### src/pkg/atfd_params.svh
`ifndef ATFD_PARAMS_SVH
`define ATFD_PARAMS_SVH
// task-file offsets (low address bits)
`define ATFD_OFF_DATA      4'h0
`define ATFD_OFF_ERR      4'h1
`define ATFD_OFF_COUNT    4'h2
`define ATFD_OFF_SECT     4'h3
`define ATFD_OFF_CYLLO    4'h4
`define ATFD_OFF_CYLHI    4'h5
`define ATFD_OFF_DRVHD    4'h6
`define ATFD_OFF_STAT     4'h7
`define ATFD_OFF_DUPE     4'h8
`define ATFD_OFF_DUPO     4'h9
`define ATFD_OFF_DUPERR   4'hd
`define ATFD_OFF_ALTST    4'he
`define ATFD_OFF_DRVADR   4'hf
// full i/o bases
`define ATFD_PRI_CMD      10'h1f0
`define ATFD_PRI_CTL      10'h3f6
`define ATFD_SEC_CMD      10'h170
`define ATFD_SEC_CTL      10'h376
// field positions
`define ATFD_DH_LBA       6
`define ATFD_DH_UNIT      4
`define ATFD_DC_SOFT_RESET_BIT      2
`define ATFD_DC_IMASK     1
`define ATFD_ERR_ZERO     8'h2a
`define ATFD_DH_ONES      8'ha0
// reset values
`define ATFD_DH_RST       8'ha0
`define ATFD_COUNT_RST    8'h01
`endif

### src/pkg/atfd_pkg.sv
package atfd_pkg;
    typedef enum logic [4:0] {
        ATFD_MODE_MEM  = 5'h01,
        ATFD_MODE_IO16 = 5'h02,
        ATFD_MODE_PRI  = 5'h04,
        ATFD_MODE_SEC  = 5'h08,
        ATFD_MODE_IDE  = 5'h10
    } atfd_mode_t;
    typedef enum logic [4:0] {
        ATFD_SEL_NONE = 5'h01,
        ATFD_SEL_DATA = 5'h02,
        ATFD_SEL_REG  = 5'h04,
        ATFD_SEL_CTL  = 5'h08,
        ATFD_SEL_ADR  = 5'h10
    } atfd_sel_t;
endpackage

### src/atfd_task_file.sv
`timescale 1ns/10ps
`include "atfd_params.svh"
// How it works
// - memory mode, A10 low: A3-A0 pick registers, duplicates at 8,9,d; e alt status/control, f drive address
// - memory mode, A10 high: any address is data, A0 picks even/odd byte
// - both enables: 16-bit data, registers on low lane; ce1 only: low lane; ce2 only: odd byte high lane
// - shared offsets read one register, write another; drive address write ignored
// - contiguous i/o mode decodes sixteen offsets on A3-A0 like memory mode
// - primary i/o decodes full A9-A0 at 1f0-1f7, 3f6, 3f7
// - secondary i/o decodes full A9-A0 at 170-177, 376, 377
// - ide, ce1 only: command block by A2-A0, offset 0 is 16-bit data
// - ide, ce2 only: 6 alt status/control, 7 drive address, else bus undriven
// - data register moves sector-buffer words in runs of 8 or 16 bit accesses
// - error register read-only: bit7 bad block, bit6 uncorrectable, 5,3,1 zero
// - error bit4 id missing, bit2 aborted command, bit0 general error
// - write-only 8-bit feature register holds command parameters
// - sector count written by host, updated by core at completion
// - sector number written by host, updated by core at completion
// - cylinder low written by host, updated by core at completion
// - cylinder high written by host, updated by core at completion
// - drive/head written by host, updated by core at completion
// - drive/head bits 7,5 read one, bit6 lba, bit4 unit, 3-0 head
// - command executes only if unit bit equals socket copy drive number
// - status read clears pending interrupt; alternate status read does not
// - control bit2 holds soft reset, bit1 masks interrupt output
module atfd_task_file #(
    parameter int BUF_AW = 9
) (
    // clock and reset
    input  wire logic              clk,
    input  wire logic              rst_n,
    input  wire logic              clk_en,
    // configuration
    input  wire atfd_pkg::atfd_mode_t mode,
    input  wire logic              socket_drive,
    // host pins, active-low strobes sampled synchronously
    input  wire logic [10:0]       host_addr,
    input  wire logic              host_ce1_n,
    input  wire logic              host_ce2_n,
    input  wire logic              host_reg_n,
    input  wire logic              host_oe_n,
    input  wire logic              host_we_n,
    input  wire logic              host_iord_n,
    input  wire logic              host_iowr_n,
    input  wire logic [15:0]       host_data_in,
    output logic      [15:0]       host_data_out,
    output logic      [1:0]        host_data_oe,
    output logic                   host_irq_n,
    // core side: status, errors, completion update
    input  wire logic [7:0]        core_status,
    input  wire logic [7:0]        core_error,
    input  wire logic              core_irq_set,
    input  wire logic              core_done,
    input  wire logic [7:0]        core_count,
    input  wire logic [7:0]        core_sect,
    input  wire logic [7:0]        core_cyllo,
    input  wire logic [7:0]        core_cylhi,
    input  wire logic [3:0]        core_head,
    output logic [7:0]             cmd_code,
    output logic                   cmd_valid,
    input  wire logic              cmd_ready,
    output logic                   soft_reset,
    output logic [7:0]             feature_r,
    output logic [7:0]             count_r,
    output logic [7:0]             sect_r,
    output logic [7:0]             cyllo_r,
    output logic [7:0]             cylhi_r,
    output logic [7:0]             drvhd_r,
    // sector buffer: byte address plus data
    output logic [BUF_AW-1:0]      buf_ptr_r,
    output logic                   buf_wr,
    output logic [15:0]            buf_wdata,
    output logic                   buf_wide,
    input  wire logic [15:0]       buf_rdata
);
    ////////////////////////////////////////////////////////////////////////////////
    // decode
    logic       rd_s, wr_s, acc, rd_q, wr_q, rd_edge, wr_edge;
    logic       lo_lane, hi_lane, wide, odd_byte;
    logic [3:0] off;
    atfd_pkg::atfd_sel_t sel;
    logic       io_mode;

    assign io_mode = (mode != atfd_pkg::ATFD_MODE_MEM);
    assign rd_s = io_mode ? ~host_iord_n : ~host_oe_n;
    assign wr_s = io_mode ? ~host_iowr_n : ~host_we_n;
    assign wide = ~host_ce1_n & ~host_ce2_n;
    assign lo_lane = ~host_ce1_n;
    assign hi_lane = ~host_ce2_n;

    always_comb begin
        sel = atfd_pkg::ATFD_SEL_NONE;
        off = host_addr[3:0];
        odd_byte = host_addr[0] | (host_ce1_n & ~host_ce2_n);
        case (mode)
            atfd_pkg::ATFD_MODE_MEM: begin
                if (host_reg_n) begin
                    if (host_addr[10]) begin
                        sel = atfd_pkg::ATFD_SEL_DATA;
                        off = `ATFD_OFF_DATA;
                    end else begin
                        sel = atfd_pkg::ATFD_SEL_REG;
                    end
                end
            end
            atfd_pkg::ATFD_MODE_IO16: begin
                if (!host_reg_n) begin
                    sel = atfd_pkg::ATFD_SEL_REG;
                end
            end
            atfd_pkg::ATFD_MODE_PRI, atfd_pkg::ATFD_MODE_SEC: begin
                if (!host_reg_n) begin
                    if ({host_addr[9:3], 3'h0} ==
                        ((mode == atfd_pkg::ATFD_MODE_PRI) ? `ATFD_PRI_CMD
                                                           : `ATFD_SEC_CMD)) begin
                        sel = atfd_pkg::ATFD_SEL_REG;
                        off = {1'b0, host_addr[2:0]};
                    end else if ({host_addr[9:1], 1'b0} ==
                        ((mode == atfd_pkg::ATFD_MODE_PRI) ? `ATFD_PRI_CTL
                                                           : `ATFD_SEC_CTL)) begin
                        sel = atfd_pkg::ATFD_SEL_REG;
                        off = {3'h7, host_addr[0]};
                    end
                end
            end
            atfd_pkg::ATFD_MODE_IDE: begin
                odd_byte = 1'b0;
                if (!host_ce1_n && host_ce2_n) begin
                    sel = atfd_pkg::ATFD_SEL_REG;
                    off = {1'b0, host_addr[2:0]};
                end else if (host_ce1_n && !host_ce2_n && host_addr[2:1] == 2'h3) begin
                    sel = atfd_pkg::ATFD_SEL_REG;
                    off = {3'h7, host_addr[0]};
                end
            end
            default: sel = atfd_pkg::ATFD_SEL_NONE;
        endcase
        // byte-mode pairs: ce2-only reaches odd member of even/odd pair
        if (sel == atfd_pkg::ATFD_SEL_REG && mode != atfd_pkg::ATFD_MODE_IDE
            && host_ce1_n && !host_ce2_n) begin
            off = {off[3:1], 1'b1};
        end
        if (sel == atfd_pkg::ATFD_SEL_REG && (off == `ATFD_OFF_DATA
            || off == `ATFD_OFF_DUPE || off == `ATFD_OFF_DUPO)) begin
            sel = atfd_pkg::ATFD_SEL_DATA;
            if (off == `ATFD_OFF_DUPO) odd_byte = 1'b1;
            if (off == `ATFD_OFF_DUPE) odd_byte = 1'b0;
        end
        if (sel == atfd_pkg::ATFD_SEL_REG && off == `ATFD_OFF_DUPERR) begin
            off = `ATFD_OFF_ERR;
        end
        if (sel == atfd_pkg::ATFD_SEL_REG && off == `ATFD_OFF_ALTST) begin
            sel = atfd_pkg::ATFD_SEL_CTL;
        end
        if (sel == atfd_pkg::ATFD_SEL_REG && off == `ATFD_OFF_DRVADR) begin
            sel = atfd_pkg::ATFD_SEL_ADR;
        end
        // both enables low in ide is unused
        if (mode == atfd_pkg::ATFD_MODE_IDE && wide) begin
            sel = atfd_pkg::ATFD_SEL_NONE;
        end
        if (host_ce1_n && host_ce2_n) begin
            sel = atfd_pkg::ATFD_SEL_NONE;
        end
    end

    assign acc = (sel != atfd_pkg::ATFD_SEL_NONE);
    // strobes act once, on their leading edge, so a long strobe is one access
    always_ff @(posedge clk or negedge rst_n) begin
        if (!rst_n) begin
            rd_q <= 1'b0;
            wr_q <= 1'b0;
        end else if (clk_en) begin
            rd_q <= rd_s;
            wr_q <= wr_s;
        end
    end
    assign rd_edge = clk_en & rd_s & ~rd_q & acc;
    assign wr_edge = clk_en & wr_s & ~wr_q & acc;

    logic [7:0] wbyte;
    // ide control block sits on the low lane even though only ce2 is low
    assign wbyte = (host_ce1_n && !host_ce2_n && mode != atfd_pkg::ATFD_MODE_IDE)
                 ? host_data_in[15:8] : host_data_in[7:0];

    ////////////////////////////////////////////////////////////////////////////////
    // task-file registers
    logic ctl_soft_reset_bit_r, ctl_imask_r;
    logic wreg;
    assign wreg = wr_edge && sel == atfd_pkg::ATFD_SEL_REG;

    always_ff @(posedge clk or negedge rst_n) begin
        if (!rst_n) begin
            feature_r <= 8'h00;
            count_r   <= `ATFD_COUNT_RST;
            sect_r    <= 8'h01;
            cyllo_r   <= 8'h00;
            cylhi_r   <= 8'h00;
            drvhd_r   <= `ATFD_DH_RST;
        end else if (clk_en) begin
            if (core_done) begin
                count_r <= core_count;
                sect_r  <= core_sect;
                cyllo_r <= core_cyllo;
                cylhi_r <= core_cylhi;
                drvhd_r <= {drvhd_r[7:4], core_head};
            end else if (wreg) begin
                case (off)
                    `ATFD_OFF_ERR:   feature_r <= wbyte;
                    `ATFD_OFF_COUNT: count_r <= wbyte;
                    `ATFD_OFF_SECT:  sect_r <= wbyte;
                    `ATFD_OFF_CYLLO: cyllo_r <= wbyte;
                    `ATFD_OFF_CYLHI: cylhi_r <= wbyte;
                    `ATFD_OFF_DRVHD: drvhd_r <= wbyte | `ATFD_DH_ONES;
                    default: ;
                endcase
            end
        end
    end

    // device control; drive-address writes fall through to nothing
    always_ff @(posedge clk or negedge rst_n) begin
        if (!rst_n) begin
            ctl_soft_reset_bit_r  <= 1'b0;
            ctl_imask_r <= 1'b0;
        end else if (clk_en && wr_edge && sel == atfd_pkg::ATFD_SEL_CTL) begin
            ctl_soft_reset_bit_r  <= wbyte[`ATFD_DC_SOFT_RESET_BIT];
            ctl_imask_r <= wbyte[`ATFD_DC_IMASK];
        end
    end
    assign soft_reset = ctl_soft_reset_bit_r;

    ////////////////////////////////////////////////////////////////////////////////
    // command hand-off through a two-entry buffer
    logic [7:0] cq_d [2];
    logic [1:0] cq_cnt_r;
    logic       cq_wp_r, cq_rp_r, cq_push, cq_pop;
    // a command for the other unit is dropped here, core never sees it
    assign cq_push = wreg && off == `ATFD_OFF_STAT
                     && drvhd_r[`ATFD_DH_UNIT] == socket_drive
                     && cq_cnt_r != 2'h2 && !ctl_soft_reset_bit_r;
    assign cq_pop = clk_en && cmd_valid && cmd_ready;
    assign cmd_valid = (cq_cnt_r != 2'h0);
    assign cmd_code = cq_d[cq_rp_r];
    always_ff @(posedge clk or negedge rst_n) begin
        if (!rst_n) begin
            cq_cnt_r <= 2'h0;
            cq_wp_r  <= 1'b0;
            cq_rp_r  <= 1'b0;
            cq_d[0]  <= 8'h00;
            cq_d[1]  <= 8'h00;
        end else if (clk_en) begin
            if (cq_push) begin
                cq_d[cq_wp_r] <= wbyte;
                cq_wp_r <= ~cq_wp_r;
            end
            if (cq_pop) cq_rp_r <= ~cq_rp_r;
            cq_cnt_r <= cq_cnt_r + {1'b0, cq_push} - {1'b0, cq_pop};
        end
    end

    ////////////////////////////////////////////////////////////////////////////////
    // interrupt pending
    logic irq_pend_r, stat_rd;
    assign stat_rd = rd_edge && sel == atfd_pkg::ATFD_SEL_REG && off == `ATFD_OFF_STAT;
    always_ff @(posedge clk or negedge rst_n) begin
        if (!rst_n) begin
            irq_pend_r <= 1'b0;
        end else if (clk_en) begin
            if (core_irq_set) irq_pend_r <= 1'b1;                    // set wins over clear
            else if (stat_rd || ctl_soft_reset_bit_r) irq_pend_r <= 1'b0;
        end
    end
    assign host_irq_n = ~(irq_pend_r & ~ctl_imask_r);

    ////////////////////////////////////////////////////////////////////////////////
    // sector buffer pointer
    logic dacc;
    assign dacc = (rd_edge | wr_edge) && sel == atfd_pkg::ATFD_SEL_DATA;
    assign buf_wide = wide && mode != atfd_pkg::ATFD_MODE_IDE ? 1'b1
                    : (mode == atfd_pkg::ATFD_MODE_IDE);
    assign buf_wr = dacc & wr_s;
    assign buf_wdata = buf_wide ? host_data_in : {wbyte, wbyte};
    always_ff @(posedge clk or negedge rst_n) begin
        if (!rst_n) begin
            buf_ptr_r <= '0;
        end else if (clk_en && (ctl_soft_reset_bit_r || core_done)) begin
            buf_ptr_r <= '0;
        end else if (dacc) begin
            buf_ptr_r <= buf_ptr_r + (buf_wide ? BUF_AW'(2) : BUF_AW'(1));
        end
    end

    ////////////////////////////////////////////////////////////////////////////////
    // read data, registered
    logic [7:0] rbyte;
    always_comb begin
        case (off)
            `ATFD_OFF_ERR:   rbyte = core_error & ~`ATFD_ERR_ZERO;
            `ATFD_OFF_COUNT: rbyte = count_r;
            `ATFD_OFF_SECT:  rbyte = sect_r;
            `ATFD_OFF_CYLLO: rbyte = cyllo_r;
            `ATFD_OFF_CYLHI: rbyte = cylhi_r;
            `ATFD_OFF_DRVHD: rbyte = drvhd_r | `ATFD_DH_ONES;
            `ATFD_OFF_STAT:  rbyte = core_status;
            `ATFD_OFF_ALTST: rbyte = core_status;
            `ATFD_OFF_DRVADR: rbyte = {2'h3, ~drvhd_r[3:0], ~drvhd_r[`ATFD_DH_UNIT],
                                       drvhd_r[`ATFD_DH_UNIT]};
            default:         rbyte = 8'h00;
        endcase
    end

    always_ff @(posedge clk or negedge rst_n) begin
        if (!rst_n) begin
            host_data_out <= 16'h0000;
            host_data_oe  <= 2'h0;
        end else if (clk_en) begin
            if (rd_s && acc) begin
                if (sel == atfd_pkg::ATFD_SEL_DATA) begin
                    // data is taken once: the pointer moves on at the access edge
                    if (rd_edge) begin
                        if (buf_wide) host_data_out <= buf_rdata;
                        else if (odd_byte) host_data_out <= {buf_rdata[15:8], buf_rdata[15:8]};
                        else host_data_out <= {buf_rdata[7:0], buf_rdata[7:0]};
                    end
                end else begin
                    host_data_out <= {rbyte, rbyte};
                end
                host_data_oe <= (sel == atfd_pkg::ATFD_SEL_DATA && buf_wide) ? 2'h3
                              : (mode == atfd_pkg::ATFD_MODE_IDE) ? 2'h1
                              : {hi_lane & ~lo_lane, lo_lane};
            end else begin
                host_data_oe <= 2'h0;
            end
        end
    end

    ////////////////////////////////////////////////////////////////////////////////
    // checks
    chk_irq_clear: assert property (@(posedge clk) disable iff (!rst_n)
        stat_rd && !core_irq_set |=> !irq_pend_r)
        else $error("status read left interrupt pending");
    chk_irq_mask: assert property (@(posedge clk) disable iff (!rst_n)
        ctl_imask_r |-> host_irq_n)
        else $error("masked interrupt reached output");
    chk_dh_ones: assert property (@(posedge clk) disable iff (!rst_n)
        drvhd_r[7] && drvhd_r[5])
        else $error("drive head fixed bits lost");
    chk_ptr_step: assert property (@(posedge clk) disable iff (!rst_n)
        dacc && !ctl_soft_reset_bit_r && !core_done && buf_wide |=>
        buf_ptr_r == $past(buf_ptr_r) + BUF_AW'(2))
        else $error("pointer did not advance by two");
    chk_unit_gate: assert property (@(posedge clk) disable iff (!rst_n)
        cq_push |-> drvhd_r[`ATFD_DH_UNIT] == socket_drive)
        else $error("command accepted for other unit");
    chk_ide_both: assert property (@(posedge clk) disable iff (!rst_n)
        mode == atfd_pkg::ATFD_MODE_IDE && wide |-> !acc)
        else $error("ide access with both enables decoded");
    chk_idle_hiz: assert property (@(posedge clk) disable iff (!rst_n)
        clk_en && host_ce1_n && host_ce2_n |=> host_data_oe == 2'h0)
        else $error("bus driven with no enable");
    chk_ide_lane: assert property (@(posedge clk) disable iff (!rst_n)
        clk_en && mode == atfd_pkg::ATFD_MODE_IDE && rd_s
        && sel == atfd_pkg::ATFD_SEL_CTL |=> host_data_oe == 2'h1)
        else $error("ide control read on wrong lane");
    chk_pri_map: assert property (@(posedge clk) disable iff (!rst_n)
        mode == atfd_pkg::ATFD_MODE_PRI && !host_reg_n && !host_ce1_n
        && host_addr[9:0] == 10'h1f5 |-> off == `ATFD_OFF_CYLHI)
        else $error("primary cylinder high misdecoded");
    chk_err_zero: assert property (@(posedge clk) disable iff (!rst_n)
        off == `ATFD_OFF_ERR |-> (rbyte & `ATFD_ERR_ZERO) == 8'h00)
        else $error("error reserved bits not zero");
    chk_feat_wr: assert property (@(posedge clk) disable iff (!rst_n)
        wreg && off == `ATFD_OFF_ERR && !core_done |=> feature_r == $past(wbyte))
        else $error("feature write lost");
endmodule

### config.mk
export PLATFORM = sky130hd
export DESIGN_NAME = atfd_task_file
export DESIGN_NICKNAME = d
export VERILOG_FILES = /design/src/pkg/atfd_pkg.sv /design/src/atfd_task_file.sv
export VERILOG_INCLUDE_DIRS = /design/src /design/src/pkg
export SDC_FILE = /design/constraint.sdc
export NUM_CORES = 1
export LEC_CHECK = 0
export ABC_AREA = 1
export ABC_CLOCK_PERIOD_IN_PS = 2700
export BUFFER_PORTS_ARGS = -buffer_cell sky130_fd_sc_hd__buf_2
export CELL_PAD_IN_SITES_DETAIL_PLACEMENT = 1
export CELL_PAD_IN_SITES_GLOBAL_PLACEMENT = 2
export CORE_ASPECT_RATIO = 0.9
export CORE_MARGIN = 4
export CORE_UTILIZATION = 27
export CTS_CLUSTER_SIZE = 30
export DETAILED_ROUTE_END_ITERATION = 7
export GPL_TIMING_DRIVEN = 0
export PLACE_DENSITY = 0.81
export SYNTH_ARGS = -nofsm -noshare
export SYNTH_HDL_FRONTEND = slang
export SYNTH_SLANG_ARGS = --single-unit
### constraint.sdc
create_clock -name clk -period 2.7 [get_ports clk]
set_clock_uncertainty 0.1 [all_clocks]
set_input_delay 0.27 -clock clk [delete_from_list [all_inputs] [get_ports clk]]
set_output_delay 0.27 -clock clk [all_outputs]
set_load 0.01 [all_outputs]
# After elaboration in Yosys (flattened, before gate mapping)
# Cells that the tools add are included.
# totals
inputBits	114
word_cells	216
reg_bits	98
output_inout_bits	104
# classes
muxes	69
reduce_logical	60
n_eq_ne	32
addsub	3
order_cmp	3
bitwise	29
# op_table
cell	count
$mux W8	19
$mux W16	5
$pmux W8 S8	1
$mux W4	11
$logic_and A1 B1 Y1	30
$eq A5 B3 Y1 const B	5
$mux W5	5
$mux W3	8
$eq A4 B4 Y1 const B	5
$pmux W5 S4	1
$mux W9	2
$reduce_and A3 Y1	6
$reduce_bool A2 Y1	9
$bwmux W16	1
$eq A4 B3 Y1 const B	4
$not A1 Y1	14
$pmux W4 S3	1
$and A1 B1 Y1	10
$eq A10 B10 Y1	1
$eq A10 B9 Y1	1
$eq A5 B2 Y1 const B	2
$eq A5 B4 Y1 const B	2
$mux W1	10
$ne A5 B1 Y1 const B	2
24 further kinds	41

# Depth between registers and ports, before layout
# Gate-level depths: netlist of the first run.
# depth
depth_word	37
ltp_mapped	23
mapped_depth_nobuf	23

# Least setup slack after synthesis of the first run
# No wires, ideal clock.
# synth_path
path_type	input-to-reg
from	in mode[2]
to	reg cq_cnt_r[1]
t_required_ns	2.469
n_path_buf	0
setup_time_ns	0.131
slack_ns	-0.231
stages	22
arrival_ns	2.701
cell_sequence	inv_2 -> nand2_1 -> nor2_2 -> nand2_4 -> inv_4 -> nand2_1 -> nor2_1 -> nor2_2 -> o21ai_4 -> inv_4 -> nand4_1 -> nand3_2 -> nor2_2 -> nand4_1 -> nor2_4 -> nand2_1 -> ha_1 -> inv_1 -> ha_1 -> a21oi_1 -> o21ai_0 -> xor2_1
# synth_via
elab_chain_cells	37
word_cells_on_any_way	60
classes_between	add/sub: 2; eq/ne: 20; mux: 18; bitwise: 3; reduce/logical: 17
# synth_lines
item	line	rtl
start: declaration	atfd_task_file.sv:34	input wire atfd_pkg::atfd_mode_t mode,
$eq A5 B3 Y1	atfd_task_file.sv:95, atfd_task_file.sv:114, atfd_task_file.sv:119	
$mux W8 (no source line)	n/a	
$eq A10 B10 Y1	atfd_task_file.sv:118	end else if ({host_addr[9:1], 1'b0} ==
$mux W3	atfd_task_file.sv:118	
$mux W3	atfd_task_file.sv:113	if ({host_addr[9:3], 3'h0} ==
$mux W3	atfd_task_file.sv:112	if (!host_reg_n) begin
$pmux W5 S4	atfd_task_file.sv:95	case (mode)
$eq A5 B3 Y1	atfd_task_file.sv:139, atfd_task_file.sv:143	
[... 19 more ...]	n/a	
$mux W5	atfd_task_file.sv:162	if (host_ce1_n && host_ce2_n) begin
$ne A5 B1 Y1	atfd_task_file.sv:167	assign acc = (sel != atfd_pkg::ATFD_SEL_NONE);
$and A1 B1 Y1	atfd_task_file.sv:179	assign wr_edge = clk_en & wr_s & ~wr_q & acc;
$logic_and A1 B1 Y1	atfd_task_file.sv:190	assign wreg = wr_edge && sel == atfd_pkg::ATFD_SEL_REG;
$logic_and A1 B1 Y1 (no source line) *	n/a	
$logic_and A1 B1 Y1 * (3 in a row)	atfd_task_file.sv:239	assign cq_push = wreg && off == `ATFD_OFF_STAT
$add A2 B1 Y2 *	atfd_task_file.sv:258	cq_cnt_r <= cq_cnt_r + {1'b0, cq_push} - {1'b0, cq_pop};
$sub A2 B1 Y2 *	atfd_task_file.sv:258	
end signal: assignment	atfd_task_file.sv:258	
end: declaration	atfd_task_file.sv:236	logic [1:0] cq_cnt_r;
# Every way passes the cells marked *; elsewhere a longest branch is shown, timed or not.
# A chain may end at the register's enable or synchronous reset.

# Worst setup path in the final report of the first run
# Ends and elaborated chain as after synthesis.

==> flow_metrics.tcl, run 1 <==
set metrics [dict create \
    outcome "complete, but fails checks" \
    failed_checks "negative setup slack" \
    antenna_found_initial 1 \
    ir_drop_uv 287.5 \
    max_freq_mhz 360.8 \
    final_cells 1473 \
    fin_ws_ns -0.07163 \
    synth_warnings 0 \
    fillerInstances 3001 \
    post_drt_via_cell_ratio 4.881 \
    drc 0 \
    clock-sinks 98 \
    ys_ff_latch 98 \
    synth_top_family_by_area "simple AND/OR/NAND/NOR gates" \
    htree_levels 3 \
    worst_path_most_repeated_cell "nand4_1" \
    timing.hold.ws_ns 0.06207 \
    syn2layout_area_growth_pct 34.77 \
    start_kind "primary input" \
    grt_first_pass_wirelength_um 41930 \
    p_leak_nw 4.674 \
    avgSynthCellArea_um2 7.056 \
    vias 7190 \
    crit_arrival_ns 2.92 \
    die_width_um 170.7 \
    slowest_stage "ha_4" \
    synth_commonest_cells "361 x nand2_1, 96 x dfrtp_1, 68 x nand4_1" \
    hold_viol 0 \
    initial_utilization 0.2749 \
    drive_above_1_share 0.3271 \
    synth-compound-area-share 0.08050 \
    tightest_slew_ns 0.7974 \
    dr.pass1.iters 4 \
    synth.distinct_cells 48 \
    yosysTopAreaCell "dfrtp_1" \
    synthAdderAreaFrac 0.01089 \
    synth-xor-area-share 0.01089 \
    diodes 0 \
    core-area_mm2 0.02341 \
    critical_path_required_ns 2.85 \
    slew_headroom 0.4684 \
    max-cap-violations 0 \
    muxShareOfSynthArea 0.007000 \
    cts_tree "built" \
    grt_usage 0.2027 \
    place_area_mm2 0.007930 \
    clock_latency_ns 0.36 \
    cpPeakStageDelay_ns 0.26 \
    critPathMaxFanout 4 \
    crit_chain "buf_2, inv_4, nand2_1, nand2_1, nand3_2, inv_4, nand4_1, nand3_4, nand2_4, nand4_1, nand3_4, nor2_4, nand4_1, nor2_4, nand2_2, ha_4, inv_2, ha_4, a21oi_2, o21ai_2, xor2_1" \
    hpwl_um 21340 \
    cp-end-kind "flip-flop" \
    layout.nets 1285 \
    synth-simple-area-share 0.4352 \
    gp_congestion 0.8038 \
    timing.final.crit_share 1.027 \
    synth_edf_count 0 \
    path_clk_slew_ns 0.07 \
    clockBufferDepth 2 \
    rows 53 \
    synthTopCellsByArea "dfrtp_1 37%, nand2_1 21%, nand4_1 6.6%, nor2_1 3.8%, nand3_1 3.6%" \
    grt_pass1_vias 7421 \
    drv_slew 0 \
    rsz0062_at_grt "yes" \
    hold_path_class "in2reg" \
    wl_per_cell_um 18.35 \
    numCtsBuffers 9 \
    crit_type "in2reg" \
    period_minus_slack_ns 2.772 \
    grt_max_degree 65 \
    fp.dieArea_mm2 0.02637 \
    place_inst 1427 \
    synth_cells 912 \
    path_buf_inv 4 \
    async_flop_share 1.000 \
    die_h_um 154.5 \
    clockRootBuffer "clkbuf_16" \
    synthDominantCellAreaShare 0.3733 \
    setup_viol 1 \
    ios 218 \
    dp_slack_ns -0.8333 \
    ant_nets 0 \
    synthesis.area_mm2 0.006435 \
    drtIter0Drc 285 \
    seq_area_frac_synth 0.3815 \
    finalInstanceArea_mm2 0.008672 \
    io_buffers 211 \
    yosys_most_used_dff "dfrtp_1" \
    wirelength_um 27030 \
    critPathTopFamily "simple AND/OR/NAND/NOR gates" \
    grt_overflow 0 \
    power.density_mw_per_mm2 516.2 \
    post-synth-top-count-cell "nand2_1" \
]
-- cells in the final DEF, fill, tap and decap left out, drive strengths merged, types with 2 or more instances in the layout --
cell and n:
nor3 6, o31ai 6, mux2 4, inv 73
nand4 69, o21ai 49, xor2 7, dfstp 2
dfrtp 96, a21oi 19, buf 256, clkbuf 28
a22oi 3, nor2 80, or2 8, o211ai 6
nand3 59, a22o 2, nand3b 4, ha 4
nand2 374, clkinv 5, conb 2
-- sequential cells by signal, indices dropped and copies added, names as in the netlist, 2 cells and up --
signal,count
cq_d,16
drvhd_r,6
buf_ptr_r,9
sect_r,8
cylhi_r,8
host_data_oe,2
cyllo_r,8
host_data_out,16
cq_cnt_r,2
feature_r,8
count_r,8
-- logic make-up after synthesis --
logic type,Yosys count
AOI/OAI and AO/OA,88
xor gates and xnor gates,8
adders and majority gates,5
buffers and inverters,106
DFF,98
muxes,4
other,1
and+or+nand+nor,602
-- stage by stage --
| stage | util | power (mW) | setup TNS, ns |
|---|---|---|---|
| floorplan | - | 2.476 | -0.1864 |
| global placement | 0.3375 | 3.082 | -35.07 |
| detailed placement | 0.3388 | 3.118 | -39.30 |
| CTS | 0.3608 | 4.483 | 0 |
| global route | 0.3705 | 4.744 | -2.201 |
| finish | 0.3705 | 4.476 | -0.07163 |
-- power by group --
| group | internal [mW] | switching [mW] |
|---|---|---|
| Clock | 0.705 | 0.616 |
| Combinational | 0.471 | 0.819 |
| Sequential | 1.68 | 0.187 |
-- final cells by class --
cell class                      instances  area [µm²]  area share
Buffer                                 30       190.2     0.02193
Clock buffer                           13       270.3     0.03116
Clock inverter                          3       21.27    0.002453
Inverter                               76       307.8     0.03549
Multi-Input combinational cell        709        3721      0.4291
Sequential cell                        98        2455      0.2831
Tap cell                              302       377.9     0.04357
Timing Repair Buffer                  242        1329      0.1532
-- tightest hold or removal path: stages --
cell and delay (ns):
buf_2 0.09, nand2_1 0.06, nand2_1 0.06
-- per-layer routing --
metal  share of wire  wire length [µm]  global-route usage
met1            0.46             12360              0.2763
met2            0.46             12550              0.3319
met3           0.062              1683             0.04421
met4           0.016               432             0.04183
met5         0.00030                 8                   0
-- path summary, 6_finish.rpt --
path                       cells past startpoint      endpoint         start  slack [ns]
max                                           21   cq_cnt_r[1]       mode[2]       -0.07
min reg2reg                                    2      cq_d[11]      cq_d[11]        0.37
max in group asynchronous                      3     sect_r[0]         rst_n        1.39
min                                            3    irq_pend_r  core_irq_set        0.06
min in group asynchronous                      2  buf_ptr_r[8]         rst_n        0.32
max reg2reg                                    9  buf_ptr_r[8]  buf_ptr_r[0]        0.44
-- timing repair --
action | CTS | global route
endpoints found under the setup margin | 62 | 42
gates cloned | 0 | 0
buffers inserted | 16 | 13
endpoints found under the hold margin | 34 | 0
pin swaps | 12 | 18
hold buffers | 1 | 0
resized for setup | 27 | 33
Note: power is estimated with default switching activity, not from simulation.
==> inputs of run 2 (changes only) <==
Settings changed: ABC_CLOCK_PERIOD_IN_PS 2700 to 2400, CORE_UTILIZATION 27 to 25, PLACE_DENSITY 0.81 to 0.79.
Clock period 2.7 ns to 2.4 ns, I/O delays scaled along.
==> run 2 against run 1 <==
The run still ends with negative setup slack left. Die area up 7.6%. Final area increased by 5.4%. Clock power grew 25%.
==> flow_metrics.tcl, run 2 (synthesis results as in run 1) <==
set metrics [dict create \
    fp.dieArea_mm2 0.02837 \
    wl_per_cell_um 18.50 \
    period_minus_slack_ns 2.767 \
    ios 218 \
    tightest_slew_ns 0.8424 \
    die_h_um 160.2 \
    grt_pass1_vias 7551 \
    critical_path_required_ns 2.55 \
    grt_max_degree 63 \
    p_int_mw 3.380 \
    slew_headroom 0.4384 \
    rsz0062_at_grt "yes" \
    timing.final.crit_share 1.153 \
    path_buf_inv 5 \
    clock-sinks 98 \
    top_regs "cq_d: 16 flops, host_data_out: 16 flops, buf_ptr_r: 9 flops" \
    max-cap-violations 0 \
    ant_nets 0 \
    path_clk_slew_ns 0.08 \
    start_kind "primary input" \
    critPathTopFamily "simple AND/OR/NAND/NOR gates" \
    core-area_mm2 0.02526 \
    final_cell_mix "343 x nand2_1, 209 x buf_2, 96 x dfrtp_1" \
    utilization 0.3621 \
    pwr-share-clk 0.316 \
    finalInstanceArea_mm2 0.009144 \
    cpPeakStageDelay_ns 0.28 \
    failed_checks "negative setup slack" \
    numCtsBuffers 9 \
    layout_commonest_cell "nand2_1" \
    syn2layout_area_growth_pct 42.10 \
    drc 0 \
    cp-end-kind "flip-flop" \
    wirelength_um 28290 \
    io_buffers 211 \
    hold_viol 0 \
    power.density_mw_per_mm2 572.1 \
    worst_path_most_repeated_cell "inv_4" \
    htree_levels 3 \
    pwr-share-comb 0.284 \
    p_leak_nw 4.857 \
    outcome "complete, but fails checks" \
    gp_congestion 0.8685 \
    layout.nets 1301 \
    dr.pass1.iters 5 \
    dp_slack_ns -1.129 \
    grt_overflow 0 \
    clock_latency_ns 0.36 \
    hpwl_um 21800 \
    die_width_um 177.1 \
    grt_first_pass_wirelength_um 43060 \
    initial_utilization 0.2548 \
    drive_above_1_share 0.3690 \
    crit_type "in2reg" \
    p_sw_frac 0.3539 \
    rows 55 \
    clockRootBuffer "clkbuf_16" \
    cts_tree "built" \
    grt_usage 0.1935 \
    place_area_mm2 0.007988 \
    post_drt_via_cell_ratio 4.780 \
    critPathMaxFanout 6 \
    net-switching-power_mw 1.852 \
    antenna_found_initial 1 \
    ir_drop_uv 336.2 \
    clockBufferDepth 2 \
    finalPower_mw 5.231 \
    setup_viol 73 \
    fin_ws_ns -0.3669 \
    crit_chain "buf_2, inv_4, nand2_4, nor2_4, nand2_4, inv_4, nand2_1, nor2_2, nor2_2, o21ai_4, inv_4, nand4_1, nand3_4, nor2_4, nand4_1, nor2_4, nand2_4, ha_4, inv_4, ha_4, a21oi_2, o21ai_2, xor2_1" \
    hold_path_class "in2reg" \
    diodes 0 \
    drv_slew 0 \
    max_freq_mhz 361.4 \
    slowest_stage "ha_4" \
    crit_arrival_ns 2.91 \
    drtIter0Drc 262 \
    vias 7308 \
    p_seq_frac 0.400 \
]
==> run 2: cell types whose count changed in the layout (fill, tap and decap cells not counted), sizes merged <==
| cell | delta |
|---|---|
| buf | +13 |
| nand3 | +1 |
| bufinv | +2 |
| clkbuf | -1 |
| bufbuf | +1 |
==> run 2: final cells by class <==
cell class | count | area, µm²
Sequential cell | 98 | 2455
Tap cell | 342 | 427.9
Clock buffer | 11 | 242.7
Multi-Input combinational cell | 710 | 3859
Clock inverter | 5 | 85.08
Timing Repair Buffer | 257 | 1541
Buffer | 30 | 217.7
Inverter | 76 | 315.3
Fill cell | 3200 | 16110
==> run 2: repair_timing <==
action | in CTS | in global routing
hold buffers | 1 | 0
endpoints found under the hold margin | 36 | 0
endpoints found under the setup margin | 104 | 108
cloned | 1 | 3
resized for setup | 77 | 56
pin swaps | 22 | 25
buffers inserted | 34 | 13
==> run 2: routing by layer <==
metal	track usage	wire length (µm)	vias to the layer above
met4	0.04114	373	2
li1	-	-	3537
met5	0	13	-
met1	0.2695	13270	3559
met3	0.03527	1438	21
met2	0.3144	13190	189
==> run 2: stage by stage <==
stage | hold WS, ns | cells | setup TNS, ns
after floorplan | -0.1556 | 913 | -0.7264
after global placement | 0.3555 | 1466 | -85.62
after detailed placement | 0.1508 | 1467 | -66.85
after CTS | 0.04644 | 1514 | -1.085
after global routing | 0.04626 | 1529 | -21.28
final | 0.04201 | 1529 | -5.286
==> run 2: worst register-to-register path: cells and delay by family (launching register included) <==
family / cells / cell delay, ns
AOI/OAI and AO/OA: 1 / 0.23
and+or+nand+nor: 4 / 0.62
DFF: 1 / 0.40
adders and majority gates: 2 / 0.64
buffers and inverters: 1 / 0.06
xor gates and xnor gates: 1 / 0.14
==> run 2: path summary, 6_finish.rpt <==
kind                              start            to  slack (ns)  depth (start not counted)
setup / recovery                mode[2]   cq_cnt_r[1]       -0.37                         23
hold reg to reg                 cq_d[8]       cq_d[8]        0.38                          2
min in group asynchronous         rst_n  buf_ptr_r[4]        0.30                          2
max in group asynchronous         rst_n    count_r[0]        1.13                          3
setup reg to reg           buf_ptr_r[0]  buf_ptr_r[8]        0.12                          9
hold / removal             core_irq_set    irq_pend_r        0.04                          3
==> run 2: power by group through the flow <==
stage / combinational, mW / clock [mW] / sequential [mW]
floorplan: 0.627 / 0 / 2.16
global placement: 1.35 / 0 / 2.12
detailed placement: 1.39 / 0 / 2.12
CTS: 1.47 / 1.69 / 2.09
global route: 1.64 / 1.76 / 2.13
finish: 1.48 / 1.65 / 2.09
